===== src/verilog/cmp_defs.svh =====
// Register offsets, field positions and reset values for the comparator block
`ifndef CMP_DEFS_SVH
`define CMP_DEFS_SVH

`define CMP_OFS_CONTROL 8'h00
`define CMP_OFS_FLAGS 8'h04
`define CMP_OFS_PORT 8'h08

`define CMP_CTRL_RESET 8'h00
`define CMP_CTRL_RW_MASK 8'h3f
`define CMP_BIT_TWO_RESULT 7
`define CMP_BIT_ONE_RESULT 6
`define CMP_BIT_TWO_POL 5
`define CMP_BIT_ONE_POL 4
`define CMP_BIT_NEG_SWITCH 3
`define CMP_MODE_MSB 2
`define CMP_MODE_LSB 0

`define CMP_BIT_FLAG 0
`define CMP_BIT_IRQ_EN 1
`define CMP_BIT_ROUTE_EN 2

`define CMP_BIT_PORT_D_LSB 0
`define CMP_BIT_PORT_D_MSB 3
`define CMP_BIT_PE_DIR_LSB 4
`define CMP_BIT_PE_DIR_MSB 5
`define CMP_BIT_PE_LAT_LSB 6
`define CMP_BIT_PE_LAT_MSB 7
`define CMP_PE_DIR_RESET 2'h3

`endif


===== src/verilog/cmp_pkg.sv =====
// Types shared by the comparator control block
package cmp_pkg;

    typedef enum logic [2:0] {
        MODE_RESET = 3'h0,
        MODE_ONE = 3'h1,
        MODE_TWO = 3'h2,
        MODE_THREE = 3'h3,
        MODE_FOUR = 3'h4,
        MODE_FIVE = 3'h5,
        MODE_INTERNAL_REF = 3'h6,
        MODE_OFF = 3'h7
    } cmp_mode_type;

    typedef struct packed {
        logic stage_one;
        logic stage_two;
        logic last;
        logic result;
        logic change;
    } sync_state_type;

endpackage


===== src/verilog/dual_comparator_control.sv =====
// Control and status logic around two analog comparators, APB slave
//
// The register offsets and the APB interface to the registers are this design's own decisions.
`timescale 1ns/1ps
`default_nettype none
`include "cmp_defs.svh"

// Operation
// - Comparator high when positive exceeds negative
// - Bit 7 shows comparator two, bit 5 inverts
// - Bit 6 shows comparator one, bit 4 inverts
// - Result bits read-only, other six writable
// - Mode 110 switch picks negative input lines
// - Bits 2 to 0 select one of eight modes
// - Mode 110 puts reference on positive inputs
// - Mode 111 powers both comparators off
// - Reset clears control, mode 000, comparators off
// - Output change in modes 001 to 110 sets the change flag
// - Flag stays set until software writes zero
// - Comparators run in sleep, enabled change wakes
// - Wake from sleep keeps control register
// - Routing drives port E lines with unsynchronised, polarity-inverted outputs
// - Port E direction still gates routed drivers
// - Analog-configured port pins read as zero
module dual_comparator_control #(
    parameter int ADDR_W = 8
) (
    // APB
    input wire logic pclk,
    input wire logic presetn,
    input wire logic psel,
    input wire logic penable,
    input wire logic pwrite,
    input wire logic [ADDR_W-1:0] paddr,
    input wire logic [31:0] pwdata,
    output logic [31:0] prdata,
    output logic pready,
    output logic pslverr,
    // Analog comparator cells
    input wire logic cmp_one_raw,
    input wire logic cmp_two_raw,
    output logic cmp_one_power,
    output logic cmp_two_power,
    output logic ref_to_positive,
    output logic negative_input_switch,
    // Port D lines 0 to 3
    input wire logic [3:0] port_d_pins,
    output logic [3:0] port_d_analog,
    // Port E lines 1 and 2
    output logic [1:0] port_e_out,
    output logic [1:0] port_e_oe,
    // Wake and interrupt request
    output logic cmp_wake_irq
);

    typedef struct packed {
        logic [5:0] ctrl;
        logic flag;
        logic irq_en;
        logic route_en;
        logic [1:0] pe_dir;
        logic [1:0] pe_lat;
        logic [1:0] oe;
        logic [3:0] pd_s1;
        logic [3:0] pd_s2;
        logic [31:0] rdata;
        logic ready;
        logic err;
        logic pwr_one;
        logic pwr_two;
        logic ref_pos;
        logic neg_sw;
        logic [3:0] analog;
        logic wake;
    } top_state_type;

    top_state_type state_ff;
    top_state_type nxt_state;
    logic res_one;
    logic res_two;
    logic chg_one;
    logic chg_two;
    logic comps_active;
    logic [1:0] routed;

    // Address decode shared by read mux and write path
    function automatic logic [1:0] decode(input logic [ADDR_W-1:0] a);
        if (a == ADDR_W'(`CMP_OFS_CONTROL)) begin
            decode = 2'h1;
        end else if (a == ADDR_W'(`CMP_OFS_FLAGS)) begin
            decode = 2'h2;
        end else if (a == ADDR_W'(`CMP_OFS_PORT)) begin
            decode = 2'h3;
        end else begin
            decode = 2'h0;
        end
    endfunction

    function automatic logic [7:0] control_word(input top_state_type s,
                                                input logic r1,
                                                input logic r2);
        control_word = {r2, r1, s.ctrl};
    endfunction

    cmp_pkg::cmp_mode_type mode;
    assign mode = cmp_pkg::cmp_mode_type'(
        state_ff.ctrl[`CMP_MODE_MSB:`CMP_MODE_LSB]);

    // Outputs from the analog cell are high when positive exceeds negative
    assign comps_active = (mode != cmp_pkg::MODE_OFF)
        && (mode != cmp_pkg::MODE_RESET);

    cmp_sync_chan u_chan_one (
        .pclk(pclk),
        .presetn(presetn),
        .raw_out(cmp_one_raw),
        .polarity(state_ff.ctrl[`CMP_BIT_ONE_POL]),
        .active(comps_active),
        .result(res_one),
        .change(chg_one)
    );

    cmp_sync_chan u_chan_two (
        .pclk(pclk),
        .presetn(presetn),
        .raw_out(cmp_two_raw),
        .polarity(state_ff.ctrl[`CMP_BIT_TWO_POL]),
        .active(comps_active),
        .result(res_two),
        .change(chg_two)
    );

    // Routed pins carry the unsynchronised level, so a glitch passes through
    assign routed = {cmp_two_raw ^ state_ff.ctrl[`CMP_BIT_TWO_POL],
                     cmp_one_raw ^ state_ff.ctrl[`CMP_BIT_ONE_POL]};

    always_comb begin
        logic [1:0] sel;
        logic wr;
        logic rd_setup;
        logic [5:0] next_ctrl;
        cmp_pkg::cmp_mode_type next_mode;
        sel = decode(paddr);
        wr = psel && penable && state_ff.ready && pwrite;
        rd_setup = psel && !penable;
        next_ctrl = '0;
        next_mode = cmp_pkg::MODE_RESET;
        nxt_state = state_ff;
        nxt_state.pd_s1 = port_d_pins;
        nxt_state.pd_s2 = state_ff.pd_s1;
        // Answer one cycle after setup, no wait states
        nxt_state.ready = rd_setup;
        nxt_state.err = rd_setup && (sel == 2'h0);
        nxt_state.rdata = '0;
        if (rd_setup && !pwrite) begin
            if (sel == 2'h1) begin
                nxt_state.rdata = {24'h0, control_word(state_ff, res_one,
                                                       res_two)};
            end else if (sel == 2'h2) begin
                nxt_state.rdata[`CMP_BIT_FLAG] = state_ff.flag;
                nxt_state.rdata[`CMP_BIT_IRQ_EN] = state_ff.irq_en;
                nxt_state.rdata[`CMP_BIT_ROUTE_EN] = state_ff.route_en;
            end else if (sel == 2'h3) begin
                nxt_state.rdata[`CMP_BIT_PORT_D_MSB:`CMP_BIT_PORT_D_LSB] =
                    state_ff.pd_s2 & ~state_ff.analog;
                nxt_state.rdata[`CMP_BIT_PE_DIR_MSB:`CMP_BIT_PE_DIR_LSB] =
                    state_ff.pe_dir;
                nxt_state.rdata[`CMP_BIT_PE_LAT_MSB:`CMP_BIT_PE_LAT_LSB] =
                    state_ff.pe_lat;
            end
        end
        if (wr && sel == 2'h1) begin
            nxt_state.ctrl = 6'(pwdata[7:0] & `CMP_CTRL_RW_MASK);
        end
        if (wr && sel == 2'h2) begin
            nxt_state.irq_en = pwdata[`CMP_BIT_IRQ_EN];
            nxt_state.route_en = pwdata[`CMP_BIT_ROUTE_EN];
        end
        if (wr && sel == 2'h3) begin
            nxt_state.pe_dir =
                pwdata[`CMP_BIT_PE_DIR_MSB:`CMP_BIT_PE_DIR_LSB];
            nxt_state.pe_lat =
                pwdata[`CMP_BIT_PE_LAT_MSB:`CMP_BIT_PE_LAT_LSB];
        end
        // Registered so the enable pins never glitch on a decode
        nxt_state.oe = ~nxt_state.pe_dir;
        // Only a written zero clears; a change in the same cycle wins
        if (wr && sel == 2'h2) begin
            nxt_state.flag = pwdata[`CMP_BIT_FLAG];
        end
        if (chg_one || chg_two) begin
            nxt_state.flag = 1'b1;
        end
        next_ctrl = nxt_state.ctrl;
        next_mode = cmp_pkg::cmp_mode_type'(
            next_ctrl[`CMP_MODE_MSB:`CMP_MODE_LSB]);
        nxt_state.pwr_one = (next_mode != cmp_pkg::MODE_OFF)
            && (next_mode != cmp_pkg::MODE_RESET);
        nxt_state.pwr_two = nxt_state.pwr_one;
        nxt_state.ref_pos = (next_mode == cmp_pkg::MODE_INTERNAL_REF);
        nxt_state.neg_sw = (next_mode == cmp_pkg::MODE_INTERNAL_REF)
            && next_ctrl[`CMP_BIT_NEG_SWITCH];
        // Mode 111 releases the pins to digital use
        nxt_state.analog = (next_mode == cmp_pkg::MODE_OFF) ? 4'h0
                                                           : 4'hf;
        // No sleep input: the channels keep running regardless
        nxt_state.wake = nxt_state.flag && nxt_state.irq_en;
    end

    // Reset loads the defaults; otherwise the next state is taken each clock
    always_ff @(posedge pclk or negedge presetn) begin
        if (!presetn) begin
            state_ff <= '0;
            state_ff.ctrl <= 6'(`CMP_CTRL_RESET);
            state_ff.pe_dir <= `CMP_PE_DIR_RESET;
            state_ff.oe <= ~`CMP_PE_DIR_RESET;
            state_ff.analog <= 4'hf;
        end else begin
            state_ff <= nxt_state;
        end
    end

    assign prdata = state_ff.rdata;
    assign pready = state_ff.ready;
    assign pslverr = state_ff.err;
    assign cmp_one_power = state_ff.pwr_one;
    assign cmp_two_power = state_ff.pwr_two;
    assign ref_to_positive = state_ff.ref_pos;
    assign negative_input_switch = state_ff.neg_sw;
    assign port_d_analog = state_ff.analog;
    assign cmp_wake_irq = state_ff.wake;
    assign port_e_out = state_ff.route_en ? routed : state_ff.pe_lat;
    assign port_e_oe = state_ff.oe;

endmodule

`default_nettype wire


===== src/verilog/cmp_sync_chan.sv =====
// One comparator channel: synchroniser, polarity and change detection
`timescale 1ns/1ps
`default_nettype none

module cmp_sync_chan (
    // Clock and reset
    input wire logic pclk,
    input wire logic presetn,
    // Channel
    input wire logic raw_out,
    input wire logic polarity,
    input wire logic active,
    output logic result,
    output logic change
);

    cmp_pkg::sync_state_type state_ff;
    cmp_pkg::sync_state_type nxt_state;

    always_comb begin
        nxt_state = state_ff;
        nxt_state.stage_one = raw_out;
        nxt_state.stage_two = state_ff.stage_one;
        nxt_state.last = state_ff.stage_two;
        nxt_state.result = state_ff.stage_two ^ polarity;
        // Edge on the raw level so a polarity write alone never flags
        nxt_state.change = active
            && (state_ff.stage_two != state_ff.last);
    end

    always_ff @(posedge pclk or negedge presetn) begin
        if (!presetn) begin
            state_ff <= '0;
        end else begin
            state_ff <= nxt_state;
        end
    end

    assign result = state_ff.result;
    assign change = state_ff.change;

endmodule

`default_nettype wire


===== config.mk =====
export PLATFORM = sky130hd
export DESIGN_NAME = dual_comparator_control
export DESIGN_NICKNAME = d
export VERILOG_FILES = /design/src/verilog/cmp_pkg.sv /design/src/verilog/dual_comparator_control.sv /design/src/verilog/cmp_sync_chan.sv
export VERILOG_INCLUDE_DIRS = /design/src /design/src/verilog
export SDC_FILE = /design/constraint.sdc
export NUM_CORES = 1
export LEC_CHECK = 0
export BUFFER_PORTS_ARGS = -buffer_cell sky130_fd_sc_hd__buf_2
export CAP_MARGIN = 20
export CELL_PAD_IN_SITES_DETAIL_PLACEMENT = 1
export CELL_PAD_IN_SITES_GLOBAL_PLACEMENT = 1
export CORE_MARGIN = 3
export CORE_UTILIZATION = 35
export CTS_CLUSTER_SIZE = 30
export DETAILED_ROUTE_END_ITERATION = 10
export PLACE_DENSITY = 0.91
export SYNTH_ARGS = -nofsm -noshare
export SYNTH_HDL_FRONTEND = slang
export SYNTH_SLANG_ARGS = --single-unit

===== constraint.sdc =====
create_clock -name pclk -period 1.9 [get_ports pclk]
set_input_delay 0.095 -clock pclk [delete_from_list [all_inputs] [get_ports pclk]]
set_output_delay 0.095 -clock pclk [all_outputs]
set_load 0.01 [all_outputs]

After elaboration in Yosys (flattened, before gate mapping)
Index checks and enable logic that the tools add are counted.
{"block": "word_totals", "regBits": 75, "in_bits": 51, "output_inout_bits": 47}
{"block": "op_classes", "eq_ne": 11, "muxes": 15, "n_bitwise": 7, "n_reduce_logical": 22}
{"operator": "8-bit 2-to-1 mux", "n": 3}
{"operator": "1-bit logical AND", "n": 15}
{"operator": "4-bit 2-to-1 mux", "n": 3}
{"operator": "2-bit 2-to-1 mux", "n": 5}
{"operator": "8-bit by 3-bit equality test with 1-bit output, second input constant", "n": 1}
{"operator": "8-bit by 4-bit equality test with 1-bit output, second input constant", "n": 1}
{"operator": "8-bit logical NOT", "n": 1}
{"operator": "3-bit equality test, second input constant", "n": 2}
{"operator": "3-bit inequality test, second input constant", "n": 2}
{"operator": "3-bit nonzero test", "n": 2}
{"operator": "5-bit 2-to-1 mux", "n": 1}
{"operator": "4-bit AND", "n": 1}
{"operator": "2-bit equality test, second input constant", "n": 2}
{"operator": "4-bit NOT", "n": 1}
{"operator": "1-bit bitwise XOR", "n": 4}
{"operator": "3-bit 2-to-1 mux", "n": 1}
{"operator": "2-bit by 1-bit equality test with 1-bit output, second input constant", "n": 1}
{"operator": "1-bit logical NOT", "n": 2}
{"operator": "2-bit logical NOT", "n": 1}
{"operator": "1-bit 2-to-1 mux", "n": 2}
{"operator": "1-bit inequality test", "n": 2}
{"operator": "2-bit NOT", "n": 1}
{"operator": "1-bit logical OR", "n": 1}

Depth between registers and ports, before layout
{"block": "logic_depth", "depth_word": 9, "mapped_depth": 4}

Hierarchy
Synthesis repeated with hierarchy kept, for this count alone.
{"block": "hier_totals", "cells_unflattened": 177, "hier_area_um2": 2189.6}
{"module": "dual_comparator_control", "n_inst": 1, "cells_each": 161, "area_per_inst_um2": 1891.8, "seq_area_each_um2": 954.7}
{"module": "cmp_sync_chan", "n_inst": 2, "cells_each": 8, "area_per_inst_um2": 148.9, "seq_area_each_um2": 125.1}

Worst setup path after synthesis
Ideal clock, no wire load.
{"block": "synth_timing", "path_type": "register to register", "from": "register state_ff, in the netlist pready", "to": "register state_ff, in the netlist mode[0]", "t_arrival_ns": 1.288, "required_ns": 1.775, "slack_ns": 0.487, "path_stages_with_launch": 5, "period_less_slack_ns": 1.413, "path_cell_list": "dfrtp_1 > and4_1 > and4b_1 > buf_6 > mux2_2"}
{"element": "start, declared", "line_no": "dual_comparator_control.sv:77", "text": "top_state_type state_ff;"}
{"element": "start signal, assigned", "line_no": "dual_comparator_control.sv:219", "text": "state_ff <= nxt_state;"}

==> summary.txt <==
GRT overflow -> 0
RSZ-0062 raised after global routing -> no
Clock period minus worst slack -> 1780 ps
Pwr dens -> 718 mW/mm^2
Clk root buf -> clkbuf_8
Core Rows -> 28
Fin nets -> 281
Chip width -> 84.8 um
CP max stage delay -> 540 ps
Sequential area share after synthesis -> 55.4%
Max-Cap Viols -> 0
Ratio of final minimum period to clock period -> 93.7%
Count of state elements after synthesis -> 48
Vias in the first global route -> 1,518
Slowest cell on crit path -> and4b_1
Clk buf depth -> 2
Net Switching -> 411 uW
TritonCTS clock tree -> yes
Slew @ Worst Pin -> 501 ps
Worst path top cell family by delay -> buffers and inverters
Post-Syn Instances -> 177
Yosys cell types -> 28
Status -> finished, final reports clean
Power share of the combinational group -> 7.9%
R2R Setup Slk -> 220 ps
Post-Route WL -> 4310 um
PostCTS Resize Cnt -> 0
Sw frac -> 22.7%
Internal power -> 1.40 mW
CP Class -> primary input to register
Crit-path cells -> dlygate4sd3_1, buf_2, and4_1, and4b_1, buf_4, mux2i_1
Post-Syn Area -> 0.00217 mm^2
Placed inst area -> 0.00233 mm^2
ANT cells -> 0
Pleak -> 1.26 nW
Height of the chip -> 84.8 um
CP max FO -> 9
Routed vias/inst -> 4.43
Initial Utilization -> 36.5%
Layout Skew -> 5.74 ps
Gr usage total -> 13.1%
CP endpoint kind -> register
Worst VDD drop -> 289 uV
Final ANT Viol Nets -> 0
Power share of the sequential group -> 58.2%
Clk_lat worst skew -> 300 ps
Share of layout cells above drive strength 1 -> 33.8%
Crit path buf inv count -> 3
Data required, critical path -> 2100 ps
Wirelength per Cell -> 14.1 um
Hold Fails Final Rpt -> 0
DP HPWL -> 3350 um
Critical Path Source Type -> primary input
Total negative slack -> 0 ps
Layout area overhead -> 15.8%
Post-route cell area -> 0.00252 mm^2
Largest net degree at the start of global routing -> 23
Clock sinks -> 48
Yosys top cell by area -> dfrtp_1
Remaining DRCs -> 0
Max_slew headroom -> 66.6%
First-pass GRT wire length -> 7280 um
Yosys synthesis warning count -> 0
# port buffers -> 49
Die ar. -> 0.00719 mm^2
Worst path arrival time -> 1990 ps
Core area -> 0.00596 mm^2
Max Freq -> 562 MHz
Io pins -> 98
Drt pass-1 iters -> 4
Share of the synthesized area in the top cell type -> 51.8%
Max-slew violations -> 0
Clock-pin slew on the worst setup and hold paths -> 80 ps
Clock share of power -> 33.9%
Number of DRC markers in iteration 0 -> 38
Top post-synthesis cells by area -> dfrtp_1 (52%), buf_4 (13%), mux2_2 (6.7%)
Hold crit path type -> primary input to register
Gp weighted congestion -> 0.747
Final Setup Violations -> 0
TritonCTS Buffers -> 5
Initial antenna violation count -> 0
Final Total Pwr -> 1.81 mW
Post-Syn Area per Cell -> 12.3 um^2
Via count -> 1,357
H-tree depth -> 2
[cell usage in the layout, fill, tap and decap left out, types with 3 or more instances in the layout]
cell / instances
a21o_1: 3
a21oi_1: 6
buf_2: 49
buf_4: 5
clkbuf_8: 6
conb_1: 24
dfrtp_1: 45
dfstp_2: 3
dlygate4sd3_1: 10
mux2_2: 13
mux2i_1: 11
nand2_1: 6
nand2b_1: 6
nand3_1: 5
nand3b_1: 6
nor2_1: 9
nor3_1: 3
xnor2_1: 4
[power groups by stage]
stage	sequential, mW	combinational, mW	clock (mW)
after detailed placement	1.07	0.128	0
after floorplan	1.07	0.0899	0
final	1.05	0.143	0.614
after CTS	1.05	0.144	0.641
after global routing	1.05	0.160	0.683
after global placement	1.07	0.123	0
[state kept, by name (all words and copies together), names as in the netlist]
register and count:
state_ff 14, prdata 8, nxt_state 4, mode 3, port_e_oe 2, u_chan_one.nxt_state 2, u_chan_two.nxt_state 2, cmp_two_power 1
cmp_wake_irq 1, negative_input_switch 1, port_d_analog 1, pready 1, pslverr 1, ref_to_positive 1, u_chan_one.change 1, u_chan_one.result 1
u_chan_one.state_ff 1, u_chan_two.change 1, u_chan_two.result 1, u_chan_two.state_ff 1
[worst register-to-register path: stages (launching register included)]
cell,delay [ps]
dfrtp_1,340
and4_1,270
and4b_1,540
buf_4,220
mux2i_1,220
[per-layer routing]
metal / track usage [%] / wire length (um)
met5: 0 / 0
met4: 4.32 / 68
met3: 4.12 / 268
met2: 23.9 / 2290
met1: 14.3 / 1680
[stage by stage]
stage                     setup slack, ps  instances  util, %  hold slack (ps)
after detailed placement              254        288     39.1             80.8
after CTS                             160        306     42.3             16.3
final                                 119        306     42.3             25.7
after floorplan                       487        200        -             -201
after global routing                 67.8        306     42.3             17.8
after global placement                299        288     39.1             70.2
[worst paths after layout]
path	depth (start not counted)	to	from
max in group asynchronous	3	state_ff[56]$_DFF_PN1_	presetn
worst max-delay path	6	negative_input_switch$_DFF_PN0_	penable
worst min register to register	0	state_ff[43]$_DFF_PN0_	nxt_state[43]$_DFF_PN0_
min in group asynchronous	2	prdata[6]$_DFF_PN0_	presetn
worst min-delay path	2	state_ff[54]$_DFFE_PN0P_	pwdata[7]
worst max register to register	4	negative_input_switch$_DFF_PN0_	pready$_DFF_PN0_
[cell families (layout without fill, tap and decap cells)]
| logic type | count (synthesis) | count (layout) | synth area share [%] |
|---|---|---|---|
| AOI/OAI and AO/OA | 9 | 9 | 2.42 |
| DFF | 48 | 48 | 55.4 |
| and+or+nand+nor | 48 | 48 | 13.5 |
| other | 1 | 24 | 0.173 |
| muxes | 24 | 24 | 11.8 |
| xor gates and xnor gates | 6 | 6 | 2.42 |
| buffers and inverters | 41 | 72 | 14.2 |
[repair_timing]
action / in CTS / in global routing
endpoints found under the hold margin: 29 / 0
hold buffers: 10 / 0
setup buffers: 0 / 0
[cell usage after synthesis]
cell / instances
dfrtp_1: 45
nand4_2: 1
and4_1: 1
nand2_1: 6
dfstp_2: 3
or3_1: 2
nor2b_1: 2
conb_1: 1
and4b_1: 1
a21oi_1: 6
nor3b_1: 1
mux2_2: 13
buf_2: 1
and2_1: 1
a21o_1: 3
nor2_1: 9
nand2b_1: 6
buf_6: 1
xnor2_1: 4
buf_4: 39
nor3_1: 3
nand3_1: 5
nand4b_1: 2
mux2i_1: 11
nand3b_1: 6
nor4_4: 1
nand4_1: 1
xor2_1: 2
[final cells by class]
| class | count | area (um^2) |
|---|---|---|
| repair buffers | 64 | 383 |
| clock buffers | 8 | 90.1 |
| flip-flops and latches | 48 | 1200 |
| multi-input cells | 111 | 746 |
| well taps | 75 | 93.8 |
| fillers | 675 | 3440 |
Power figures use the tool's default switching activity.
